[config.mk]
export PLATFORM = sky130hd
export DESIGN_NAME = scanner_input_conditioner
export DESIGN_NICKNAME = d
export VERILOG_FILES = /design/src/design/input_cond_pkg.sv /design/src/design/debounce_filter.sv /design/src/design/scanner_input_conditioner.sv
export SDC_FILE = /design/constraint.sdc
export NUM_CORES = 1
export LEC_CHECK = 0
export BUFFER_PORTS_ARGS = -buffer_cell sky130_fd_sc_hd__buf_2
export CAP_MARGIN = 40
export CELL_PAD_IN_SITES_DETAIL_PLACEMENT = 0
export CELL_PAD_IN_SITES_GLOBAL_PLACEMENT = 1
export CORE_AREA = 2 2 127 129
export CTS_CLUSTER_SIZE = 24
export DETAILED_ROUTE_END_ITERATION = 10
export DIE_AREA = 0 0 129 131
export PLACE_DENSITY_LB_ADDON = 0.1
export SETUP_SLACK_MARGIN = 0.2
export SYNTH_ARGS = -nofsm -noshare
export SYNTH_HDL_FRONTEND = slang
export SYNTH_HIERARCHICAL = 1
export SYNTH_SLANG_ARGS = --single-unit
[constraint.sdc]
create_clock -name clock_in -period 3.55 [get_ports clock_in]
set_clock_uncertainty 0.1 [all_clocks]
set_input_delay 0.71 -clock clock_in [delete_from_list [all_inputs] [get_ports clock_in]]
set_output_delay 0.71 -clock clock_in [all_outputs]
set_load 0.005 [all_outputs]
[src/design/input_cond_pkg.sv]
/*
  Shared constants and carrier types for the scanner input conditioner.
  Assumes a 10 MHz system clock; all times are converted to cycle counts here.
*/
package input_cond_pkg;

  // ==========================================================
  // clock and debounce timing
  localparam int unsigned CLOCK_HZ = 10_000_000;
  localparam int unsigned DEBOUNCE_LONG_US = 5000;
  localparam int unsigned DEBOUNCE_SHORT_US = 500;
  localparam int unsigned DEBOUNCE_LONG_CYCLES = (DEBOUNCE_LONG_US * (CLOCK_HZ / 1_000_000));
  localparam int unsigned DEBOUNCE_SHORT_CYCLES = (DEBOUNCE_SHORT_US * (CLOCK_HZ / 1_000_000));
  localparam int unsigned DEBOUNCE_COUNT_WIDTH = 16;

  // ==========================================================
  // speed measurement window
  localparam int unsigned SPEED_WINDOW_US = 100_000;
  localparam int unsigned SPEED_WINDOW_CYCLES = (SPEED_WINDOW_US * (CLOCK_HZ / 1_000_000));
  localparam int unsigned SPEED_COUNT_WIDTH = 16;

  // ==========================================================
  // reset values
  localparam logic SYNC_RESET_LEVEL = 1'b0;
  localparam logic FILTER_RESET_LEVEL = 1'b0;

  // ==========================================================
  // operating modes
  typedef enum logic [1:0] {
    mode_free_running = 2'h0,
    mode_host_triggered = 2'h1,
    mode_conveyor_tracking = 2'h2
  } operating_mode_e;

  // ==========================================================
  // reading phase states, one-hot
  typedef enum logic [1:0] {
    phase_idle = 2'h1,
    phase_reading = 2'h2
  } phase_state_e;

  // per-input configuration: 1 = active closed, 1 = short debounce
  typedef struct packed {
    logic [3:0] active_closed;
    logic shared_short_debounce;
    logic encoder_short_debounce;
  } input_config_s;

  // logical asserted levels after polarity
  typedef struct packed {
    logic trigger_input;
    logic encoder_input;
    logic generic_input_a;
    logic generic_input_b;
  } input_state_s;

endpackage

[src/design/debounce_filter.sv]
/*
  One input channel: two-stage synchroniser followed by a debounce filter.
  Assumes the delay select is quasi-static; a change restarts nothing.
*/
`timescale 1ns/1ps

module debounce_filter
  import input_cond_pkg::*;
#(
  parameter int unsigned LONG_CYCLES = DEBOUNCE_LONG_CYCLES,
  parameter int unsigned SHORT_CYCLES = DEBOUNCE_SHORT_CYCLES
) (
  // clock and reset
  input wire logic clock_in,
  input wire logic reset_in,
  // line and settings
  input wire logic line_in,
  input wire logic short_delay_in,
  // filtered level
  output logic level_out
);

  // ==========================================================
  // synchroniser
  logic sync_first;
  logic sync_second;
  logic level;
  logic [DEBOUNCE_COUNT_WIDTH-1:0] count;
  logic next_level;
  logic [DEBOUNCE_COUNT_WIDTH-1:0] next_count;
  logic [DEBOUNCE_COUNT_WIDTH-1:0] limit;

  always_ff @(posedge clock_in or posedge reset_in) begin
    if (reset_in) begin
      sync_first <= SYNC_RESET_LEVEL;
      sync_second <= SYNC_RESET_LEVEL;
    end else begin
      sync_first <= line_in;
      sync_second <= sync_first;
    end
  end

  // ==========================================================
  // debounce counter
  always_comb begin
    // pick 5 ms or 500 us
    limit = short_delay_in ? DEBOUNCE_COUNT_WIDTH'(SHORT_CYCLES - 1)
                           : DEBOUNCE_COUNT_WIDTH'(LONG_CYCLES - 1);
    next_level = level;
    next_count = count;
    if (sync_second == level) begin
      next_count = '0;
    end else if (count >= limit) begin
      next_level = sync_second;
      next_count = '0;
    end else begin
      next_count = count + DEBOUNCE_COUNT_WIDTH'(1);
    end
  end

  always_ff @(posedge clock_in or posedge reset_in) begin
    if (reset_in) begin
      level <= FILTER_RESET_LEVEL;
      count <= '0;
    end else begin
      level <= next_level;
      count <= next_count;
    end
  end

  assign level_out = level;

endmodule

[src/design/scanner_input_conditioner.sv]
/*
  Conditioning of the four command inputs of a code scanner: sync, debounce,
  polarity, trigger/stop phase control, encoder speed and verifier capture.
  Assumes optocoupled lines already converted to logic levels (1 = current flows),
  asynchronous to the 10 MHz clock_in, and software settings held on plain ports.
*/
//
// Contract
// - four inputs with fixed roles: trigger, encoder and two generic inputs.
// - every input passes a debounce filter of either 5 ms or 500 us.
// - trigger and both generic inputs share one debounce setting.
// - the encoder input has its own debounce setting, normally 500 us.
// - each input has a selectable active-open or active-closed sense.
// - in host-triggered and conveyor-tracking modes the trigger starts scanning.
// - the phase indicator follows the debounced current on the trigger line, not its logic.
// - in conveyor-tracking mode conveyor speed is measured from encoder pulses.
// - when enabled, either generic input asserted ends the reading phase.
// - with verification on and the chosen input asserted, the next good read is stored.
`timescale 1ns/1ps

module scanner_input_conditioner
  import input_cond_pkg::*;
#(
  parameter int unsigned LONG_CYCLES = DEBOUNCE_LONG_CYCLES,
  parameter int unsigned SHORT_CYCLES = DEBOUNCE_SHORT_CYCLES,
  parameter int unsigned WINDOW_CYCLES = SPEED_WINDOW_CYCLES
) (
  // clock and reset
  input wire logic clock_in,
  input wire logic reset_in,
  // input lines, 1 = current flowing
  input wire logic trigger_input_in,
  input wire logic encoder_input_in,
  input wire logic generic_input_a_in,
  input wire logic generic_input_b_in,
  // software settings
  input wire input_config_s config_in,
  input wire operating_mode_e mode_in,
  input wire logic generic_stop_enable_in,
  input wire logic verifier_enable_in,
  input wire logic [1:0] verifier_input_select_in,
  // decoder side
  input wire logic code_read_ok_in,
  // status and commands
  output input_state_s state_out,
  output logic phase_indicator_out,
  output logic reading_phase_out,
  output logic scan_start_out,
  output logic scan_stop_out,
  output logic [SPEED_COUNT_WIDTH-1:0] encoder_speed_out,
  output logic speed_valid_out,
  output logic encoder_pulse_out,
  output logic verifier_armed_out,
  output logic verifier_store_out
);

  // ==========================================================
  // filters
  logic [3:0] raw_lines;
  logic [3:0] filtered;
  logic [3:0] short_sel;

  assign raw_lines = {trigger_input_in, encoder_input_in, generic_input_a_in,
                      generic_input_b_in};
  assign short_sel = {config_in.shared_short_debounce, config_in.encoder_short_debounce,
                      config_in.shared_short_debounce, config_in.shared_short_debounce};

  for (genvar i = 0; i < 4; i++) begin : g_filter
    debounce_filter #(
      .LONG_CYCLES(LONG_CYCLES),
      .SHORT_CYCLES(SHORT_CYCLES)
    ) u_filter (
      .clock_in(clock_in),
      .reset_in(reset_in),
      .line_in(raw_lines[i]),
      .short_delay_in(short_sel[i]),
      .level_out(filtered[i])
    );
  end

  // ==========================================================
  // polarity and edges
  logic [3:0] asserted;
  logic [3:0] asserted_prev;
  logic [3:0] rise;
  input_state_s next_state;
  logic next_indicator;

  assign asserted = ~(filtered ^ config_in.active_closed);
  assign rise = asserted & ~asserted_prev;

  always_comb begin
    next_state = input_state_s'(asserted);
    next_indicator = filtered[3];
  end

  always_ff @(posedge clock_in or posedge reset_in) begin
    if (reset_in) begin
      asserted_prev <= 4'h0;
      state_out <= '0;
      phase_indicator_out <= 1'b0;
    end else begin
      asserted_prev <= asserted;
      state_out <= next_state;
      phase_indicator_out <= next_indicator;
    end
  end

  // ==========================================================
  // reading phase control
  phase_state_e phase;
  phase_state_e next_phase;
  logic trig_mode;
  logic stop_req;
  logic next_start;
  logic next_stop;

  assign trig_mode = (mode_in == mode_host_triggered) || (mode_in == mode_conveyor_tracking);
  assign stop_req = generic_stop_enable_in && (rise[1] || rise[0]);

  always_comb begin
    next_phase = phase;
    next_start = 1'b0;
    next_stop = 1'b0;
    case (phase)
      phase_idle: begin
        if (trig_mode && rise[3]) begin
          next_phase = phase_reading;
          next_start = 1'b1;
        end
      end
      phase_reading: begin
        // trigger release closes the phase only while generic stop is disabled
        if (stop_req || (trig_mode && !asserted[3] && !generic_stop_enable_in)) begin
          next_phase = phase_idle;
          next_stop = 1'b1;
        end
      end
      default: begin
        next_phase = phase_idle;
      end
    endcase
  end

  always_ff @(posedge clock_in or posedge reset_in) begin
    if (reset_in) begin
      phase <= phase_idle;
      scan_start_out <= 1'b0;
      scan_stop_out <= 1'b0;
    end else begin
      phase <= next_phase;
      scan_start_out <= next_start;
      scan_stop_out <= next_stop;
    end
  end

  assign reading_phase_out = (phase == phase_reading);

  // ==========================================================
  // encoder speed
  logic [31:0] window_count;
  logic [SPEED_COUNT_WIDTH-1:0] pulse_count;
  logic [31:0] next_window_count;
  logic [SPEED_COUNT_WIDTH-1:0] next_pulse_count;
  logic [SPEED_COUNT_WIDTH-1:0] next_speed;
  logic next_speed_valid;
  logic next_enc_pulse;
  logic track_mode;

  assign track_mode = (mode_in == mode_conveyor_tracking);

  // 1 kHz cap keeps counts small
  always_comb begin
    next_window_count = window_count;
    next_pulse_count = pulse_count;
    next_speed = encoder_speed_out;
    next_speed_valid = 1'b0;
    next_enc_pulse = track_mode && rise[2];
    if (!track_mode) begin
      next_window_count = 32'h0;
      next_pulse_count = '0;
    end else if (window_count >= 32'(WINDOW_CYCLES - 1)) begin
      next_window_count = 32'h0;
      next_speed = pulse_count + SPEED_COUNT_WIDTH'(rise[2]);
      next_speed_valid = 1'b1;
      next_pulse_count = '0;
    end else begin
      next_window_count = window_count + 32'h1;
      next_pulse_count = pulse_count + SPEED_COUNT_WIDTH'(rise[2]);
    end
  end

  always_ff @(posedge clock_in or posedge reset_in) begin
    if (reset_in) begin
      window_count <= 32'h0;
      pulse_count <= '0;
      encoder_speed_out <= '0;
      speed_valid_out <= 1'b0;
      encoder_pulse_out <= 1'b0;
    end else begin
      window_count <= next_window_count;
      pulse_count <= next_pulse_count;
      encoder_speed_out <= next_speed;
      speed_valid_out <= next_speed_valid;
      encoder_pulse_out <= next_enc_pulse;
    end
  end

  // ==========================================================
  // verifier capture
  logic armed;
  logic next_armed;
  logic next_store;
  logic sel_rise;

  // select: 0 trigger, 1 encoder, 2 generic a, 3 generic b
  assign sel_rise = rise[2'h3 - verifier_input_select_in];

  always_comb begin
    next_armed = armed;
    next_store = 1'b0;
    if (!verifier_enable_in) begin
      next_armed = 1'b0;
    end else if (armed && code_read_ok_in) begin
      next_store = 1'b1;
      next_armed = sel_rise;
    end else if (sel_rise) begin
      next_armed = 1'b1;
    end
  end

  always_ff @(posedge clock_in or posedge reset_in) begin
    if (reset_in) begin
      armed <= 1'b0;
      verifier_store_out <= 1'b0;
    end else begin
      armed <= next_armed;
      verifier_store_out <= next_store;
    end
  end

  assign verifier_armed_out = armed;

endmodule

==> run_results.csv, run 1 <==
group,metric,value,unit
job,drv_cap,0,
synthesis,syn_inst,691,
clock_tree,clk_pin_slew,60,ps
place,gp_congestion,0.820,
clock_tree,h-tree-depth,4,
die,dieArea,0.0169,mm²
synthesis,ys_types,43,
global_routing,grt_pass1_wl,25800,µm
sta,fin_crit_sh,81.2,%
clock_tree,post_cts_buffers,0,
sta,rsz0062_at_grt,"no",
global_routing,grt_pass1_vias,5169,
synthesis,syn-cell-area,0.00750,mm²
drt,via_per_inst,5.32,
drt,vias,5277,
drt,drc_errors,0,
drt,routedWlPerCell,15.3,µm
clock_tree,ctsLongestPathBuffers,2,
power_and_ir_drop,power_leakage,3.85,nW
layout,drive_above_1_share,17.3,%
sta,maxSlewHeadroom,42.3,%
synthesis,synthArstFlopShare,100,%
sta,drv_slew,0,
global_routing,antenna_found_initial,0,
worst_setup_path,critPathArrivalTime,3080,ps
power_and_ir_drop,power.density,437,mW/mm²
drt,antenna_left,0,
sta,finalHoldViolations,0,
global_routing,grt.total_usage,19.5,%
drt,dr_wl_met2,7200,µm
sta,tns,0,ps
synthesis,ys_seq_area_share,51.1,%
synthesis,yosysMostFrequentCell,"dfrtp_1",
die,ios,47,
drt,drt_iter0_markers,366,
die,core,0.0156,mm²
layout,final_nets,813,
hold_path,hold_path_class,"flip-flop to flip-flop",
synthesis,ys_ff_latch,153,
drt,wl_met3,423,µm
synthesis,synth.top_cell.area_share,50.7,%
clock_tree,cts-resized-gates,0,
place,numPortBuffers,46,
drt,topRoutingLayerUsed,"met4",
synthesis,synth_area_per_cell,10.8,µm²
drt,drt-met1-wl,7440,µm
worst_setup_path,start_kind,"flip-flop",
clock_tree,cts-root-buf,"clkbuf_16",
place,hpwl,10800,µm
layout,diodes,0,
clock_tree,cts_hold_buf,0,
power_and_ir_drop,power.total,0.00377,W
synthesis,synth_common_cells,"dfrtp_1, nor3_1, xnor2_1",
synthesis,synth_top_cell_by_area,"dfrtp_1",
die,rows,46,
die,initial_core_util,48.1,%
worst_setup_path,worstPathRequired,3750,ps
die,fp.dieH,131,µm
synthesis,yosys_warnings,6,
sta,worst_slew_pin_slew,865,ps
drt,routed_wl,15200,µm
sta,max_freq,347,MHz
clock_tree,cts_tree,"done",
clock_tree,cts_buffers,17,
sta,setup_viol_count_final,0,
global_routing,overflow,0,
synthesis,yosys_most_used_dff,"dfrtp_1",
die,fp.dieW,129,µm
worst_setup_path,worstSetupPathType,"flip-flop to flip-flop",
sta,period_needed,2880,ps
global_routing,grt_max_degree,43,
layout,area.growth.synth_to_final,15.0,%
power_and_ir_drop,peakVddDrop,356,µV
clock_tree,worstSkewPairLatency,420,ps
synthesis,yosys-top-cells-area,"dfrtp_1, xnor2_1, ha_1",
drt,firstDrtPassIters,5,
synthesis,synth_edf_count,0,
worst_setup_path,path_max_fanout,16,
worst_setup_path,cp-end-kind,"flip-flop",
clock_tree,clock_sinks,153,
outcome,status,"finished clean",
layout by cell type (no fill, tap or decap), types with 5 or more instances in the layout:
cell type  count
clkinv_2       5
xnor2_1       63
and3_1        13
nand3_1       44
buf_2         46
buf_4         10
mux2_4         7
conb_1        12
a211oi_1       5
nor2b_1        9
o21ai_2        9
inv_1         20
nor3_1        78
or2_2          8
ha_1          32
o21a_1         9
a21oi_1        6
nor2_1        60
o21ai_0       23
nor4_1        16
clkbuf_16     17
nand2_1       29
dfrtp_1      152
xor2_1        29
nand4_1       17
report_power, final:
group | switching, W | internal, W | leakage [nW]
Clock | 0.000697 | 0.00112 | 0.286
Sequential | 0.0000267 | 0.00178 | 2.07
Combinational | 0.0000974 | 0.0000508 | 1.50
final cells by class:
cell class,instances,area (µm²)
repair buffers,57,325
inverters,21,80.1
flip-flops and latches,153,3830
clock inverters,12,150
multi-input cells,512,3520
clock buffers,20,447
well taps,216,270
fillers,1351,6980
flip-flops by register name, summed over array words and instances (netlist names):
signal / cells
g_filter.u_filter/level_out: 4
g_filter.u_filter/count: 64
encoder_speed_out: 16
pulse_count: 16
verifier_store_out: 1
g_filter.u_filter/sync_first: 4
asserted_prev: 4
verifier_armed_out: 1
phase_indicator_out: 1
phase: 2
scan_start_out: 1
encoder_pulse_out: 1
scan_stop_out: 1
window_count: 32
speed_valid_out: 1
g_filter.u_filter/sync_second: 4
cells by family after synthesis:
logic type	Yosys count	synth area share, %
AOI/OAI and AO/OA	63	6.58
and+or+nand+nor	305	22.0
other	1	0.0500
buffers and inverters	37	2.52
DFF	153	51.1
adders and majority gates	32	5.34
xor gates and xnor gates	92	10.7
muxes	8	1.70
worst paths after layout:
kind                                                            from                                          to  slack (ps)  depth (start not counted)
hold reg to reg            g_filter[0].u_filter/sync_first$_DFF_PP0_  g_filter[0].u_filter/sync_second$_DFF_PP0_         250                          0
max in group asynchronous                                   reset_in                  window_count[10]$_DFF_PP0_        2360                          3
hold / removal             g_filter[0].u_filter/sync_first$_DFF_PP0_  g_filter[0].u_filter/sync_second$_DFF_PP0_         250                          0
min in group asynchronous                                   reset_in                   pulse_count[11]$_DFF_PP0_         360                          2
setup / recovery                          window_count[12]$_DFF_PP0_           encoder_speed_out[13]$_DFFE_PP0P_         670                          5
setup reg to reg                          window_count[12]$_DFF_PP0_           encoder_speed_out[13]$_DFFE_PP0P_         670                          5
metrics by stage:
step	util [%]	hold slack, ps	setup slack [ps]	area, µm²	cells
global placement	51.4	232	454	8010	957
global route	55.3	256	462	8620	991
finish	55.3	250	669	8620	991
detailed placement	51.5	238	420	8030	959
CTS	55.3	251	649	8620	991
floorplan	-	231	775	7540	702
metal layers:
metal / up-vias / GRT usage, %
li1: 2583 / -
met2: 59 / 30.6
met3: 11 / 4.28
met1: 2624 / 27.2
met4: 0 / 6.46
met5: - / 0
critical path, stage by stage (launching register included):
cell and delay (ps):
dfrtp_1 450, nor4_2 350, a211oi_1 140, a211oi_2 700, nand2b_1 670, mux2_4 350
(Power assumes the default switching activity.)
==> run 2, diff against run 1 <==
==> constraint.sdc (replaced) <==
create_clock -name clock_in -period 2.7 [get_ports clock_in]
set_clock_uncertainty 0.1 [all_clocks]
set_input_delay 0.54 -clock clock_in [delete_from_list [all_inputs] [get_ports clock_in]]
set_output_delay 0.54 -clock clock_in [all_outputs]
set_load 0.005 [all_outputs]
==> run_results.csv, run 2 (synthesized netlist as in run 1, its figures left out) <==
group,metric,value,unit
sta,worst_slew_pin_slew,748,ps
global_routing,grt_pass1_vias,5329,
global_routing,antenna_found_initial,0,
global_routing,grt.total_usage,19.4,%
die,fp.dieW,129,µm
worst_setup_path,r2r_start,"g_filter[2].u_filter/count[12]$_DFF_PP0_",
die,fp.dieH,131,µm
layout,final_nets,820,
sta,tns,0,ps
clock_tree,h-tree-depth,4,
worst_setup_path,cp-end-kind,"flip-flop",
clock_tree,clk_pin_slew,60,ps
worst_setup_path,worstSetupPathType,"flip-flop to flip-flop",
drt,routedWlPerCell,15.2,µm
sta,maxSlewHeadroom,50.1,%
drt,vias,5297,
sta,finalHoldViolations,0,
global_routing,overflow,0,
die,ios,47,
clock_tree,clock_sinks,153,
sta,drv_slew,0,
sta,max_freq,423,MHz
drt,antenna_left,0,
power_and_ir_drop,peakVddDrop,450,µV
clock_tree,cts_buffers,17,
place,numPortBuffers,46,
global_routing,grt_max_degree,42,
sta,setup_viol_count_final,0,
power_and_ir_drop,power.density,581,mW/mm²
worst_setup_path,critPathArrivalTime,2560,ps
drt,routed_wl,15200,µm
layout,drive_above_1_share,18.2,%
worst_setup_path,crit_end,"g_filter[2].u_filter/count[6]$_DFF_PP0_",
layout,largestRegisters,"g_filter.u_filter/count x64, window_count x32",
die,initial_core_util,48.1,%
global_routing,grt_pass1_wl,25500,µm
layout,max_flop_register,"g_filter.u_filter/count",
worst_setup_path,reg2reg_to,"g_filter[2].u_filter/count[6]$_DFF_PP0_",
job,drv_cap,0,
sta,period_needed,2360,ps
hold_path,hold_path_class,"input port to asynchronous set/reset pin",
layout,final_cell_mix,"dfrtp_1, nor3_1, xnor2_1, nor2_1, buf_2",
drt,firstDrtPassIters,5,
clock_tree,worstSkewPairLatency,420,ps
layout,mostFrequentLayoutCell,"dfrtp_1",
sta,fin_crit_sh,87.5,%
layout,diodes,0,
power_and_ir_drop,power.total,0.00507,W
worst_setup_path,start_kind,"flip-flop",
die,core,0.0156,mm²
layout,area.growth.synth_to_final,16.6,%
die,dieArea,0.0169,mm²
place,hpwl,10600,µm
clock_tree,cts-root-buf,"clkbuf_16",
outcome,status,"finished clean",
clock_tree,ctsLongestPathBuffers,2,
clock_tree,cts_hold_buf,0,
worst_setup_path,worstPathRequired,2890,ps
worst_setup_path,r2r_slack,340,ps
drt,drc_errors,0,
drt,via_per_inst,5.31,
clock_tree,cts_tree,"done",
drt,drt_iter0_markers,288,
worst_setup_path,cp-startpoint,"g_filter[2].u_filter/count[12]$_DFF_PP0_",
worst_setup_path,path_max_fanout,16,
die,rows,46,
power_and_ir_drop,power_leakage,3.90,nW
place,gp_congestion,0.807,
sta,rsz0062_at_grt,"no",
layout,largest_register_ffs,64,
worst_setup_path,reg2reg_depth,6,
## run 2: critical path: stages (launching register included)
cell and delay (ps):
dfrtp_1 440, ha_1 300, and4b_1 210, or4b_4 480
o311ai_4 330, buf_4 290, nor3_1 90
## run 2: worst min path at each step
| stage | endpoint | cells after the start | start | slack [ps] |
|---|---|---|---|---|
| global route | phase_indicator_out$_DFF_PP0_ | 2 | reset_in | 100 |
| detailed placement | g_filter[3].u_filter/sync_second$_DFF_PP0_ | 0 | g_filter[3].u_filter/sync_first$_DFF_PP0_ | 240 |
| CTS | pulse_count[11]$_DFF_PP0_ | 2 | reset_in | 90 |
| finish | phase_indicator_out$_DFF_PP0_ | 2 | reset_in | 80 |
| floorplan | g_filter[0].u_filter/sync_second$_DFF_PP0_ | 0 | g_filter[0].u_filter/sync_first$_DFF_PP0_ | 230 |
| global placement | g_filter[3].u_filter/sync_second$_DFF_PP0_ | 0 | g_filter[3].u_filter/sync_first$_DFF_PP0_ | 230 |
## run 2: report_power, final
part	leakage [nW]	internal [W]	total, W	switching (W)
clock network	0.288	0.00159	0.00250	0.000906
registers	2.07	0.00233	0.00237	0.0000346
logic	1.54	0.0000731	0.000205	0.000132
## run 2: metrics by stage
stage | setup WS (ps) | hold slack, ps | utilization (%) | std cells | area, µm²
after detailed placement | -87.4 | 237 | 52.0 | 966 | 8110
after global routing | 239 | 101 | 56.0 | 998 | 8740
final | 338 | 83.2 | 56.0 | 998 | 8740
after CTS | 349 | 87.9 | 56.0 | 998 | 8740
after floorplan | 255 | 231 | - | 702 | 7540
after global placement | 1.82 | 235 | 52.0 | 966 | 8110
## run 2: layout make-up
| cell class | count | area (µm²) |
|---|---|---|
| sequential | 153 | 3830 |
| inverter | 21 | 82.6 |
| fill | 1353 | 6860 |
| timing repair buffer | 64 | 403 |
| clock inverter | 11 | 170 |
| clock buffer | 21 | 460 |
| multi-input combinational | 512 | 3520 |
| tap | 216 | 270 |
## run 2: repair_timing
item / CTS / global route
endpoints found under the setup margin: 0 / 3
buffers inserted: 0 / 0
resized for setup: 0 / 1
## run 2: per-layer routing
layer	vias up	GRT usage [%]	wire length (µm)
met2	93	31.7	7230
li1	2605	-	-
met1	2585	25.8	7280
met5	-	0	0
met4	0	6.20	157
met3	14	4.68	497
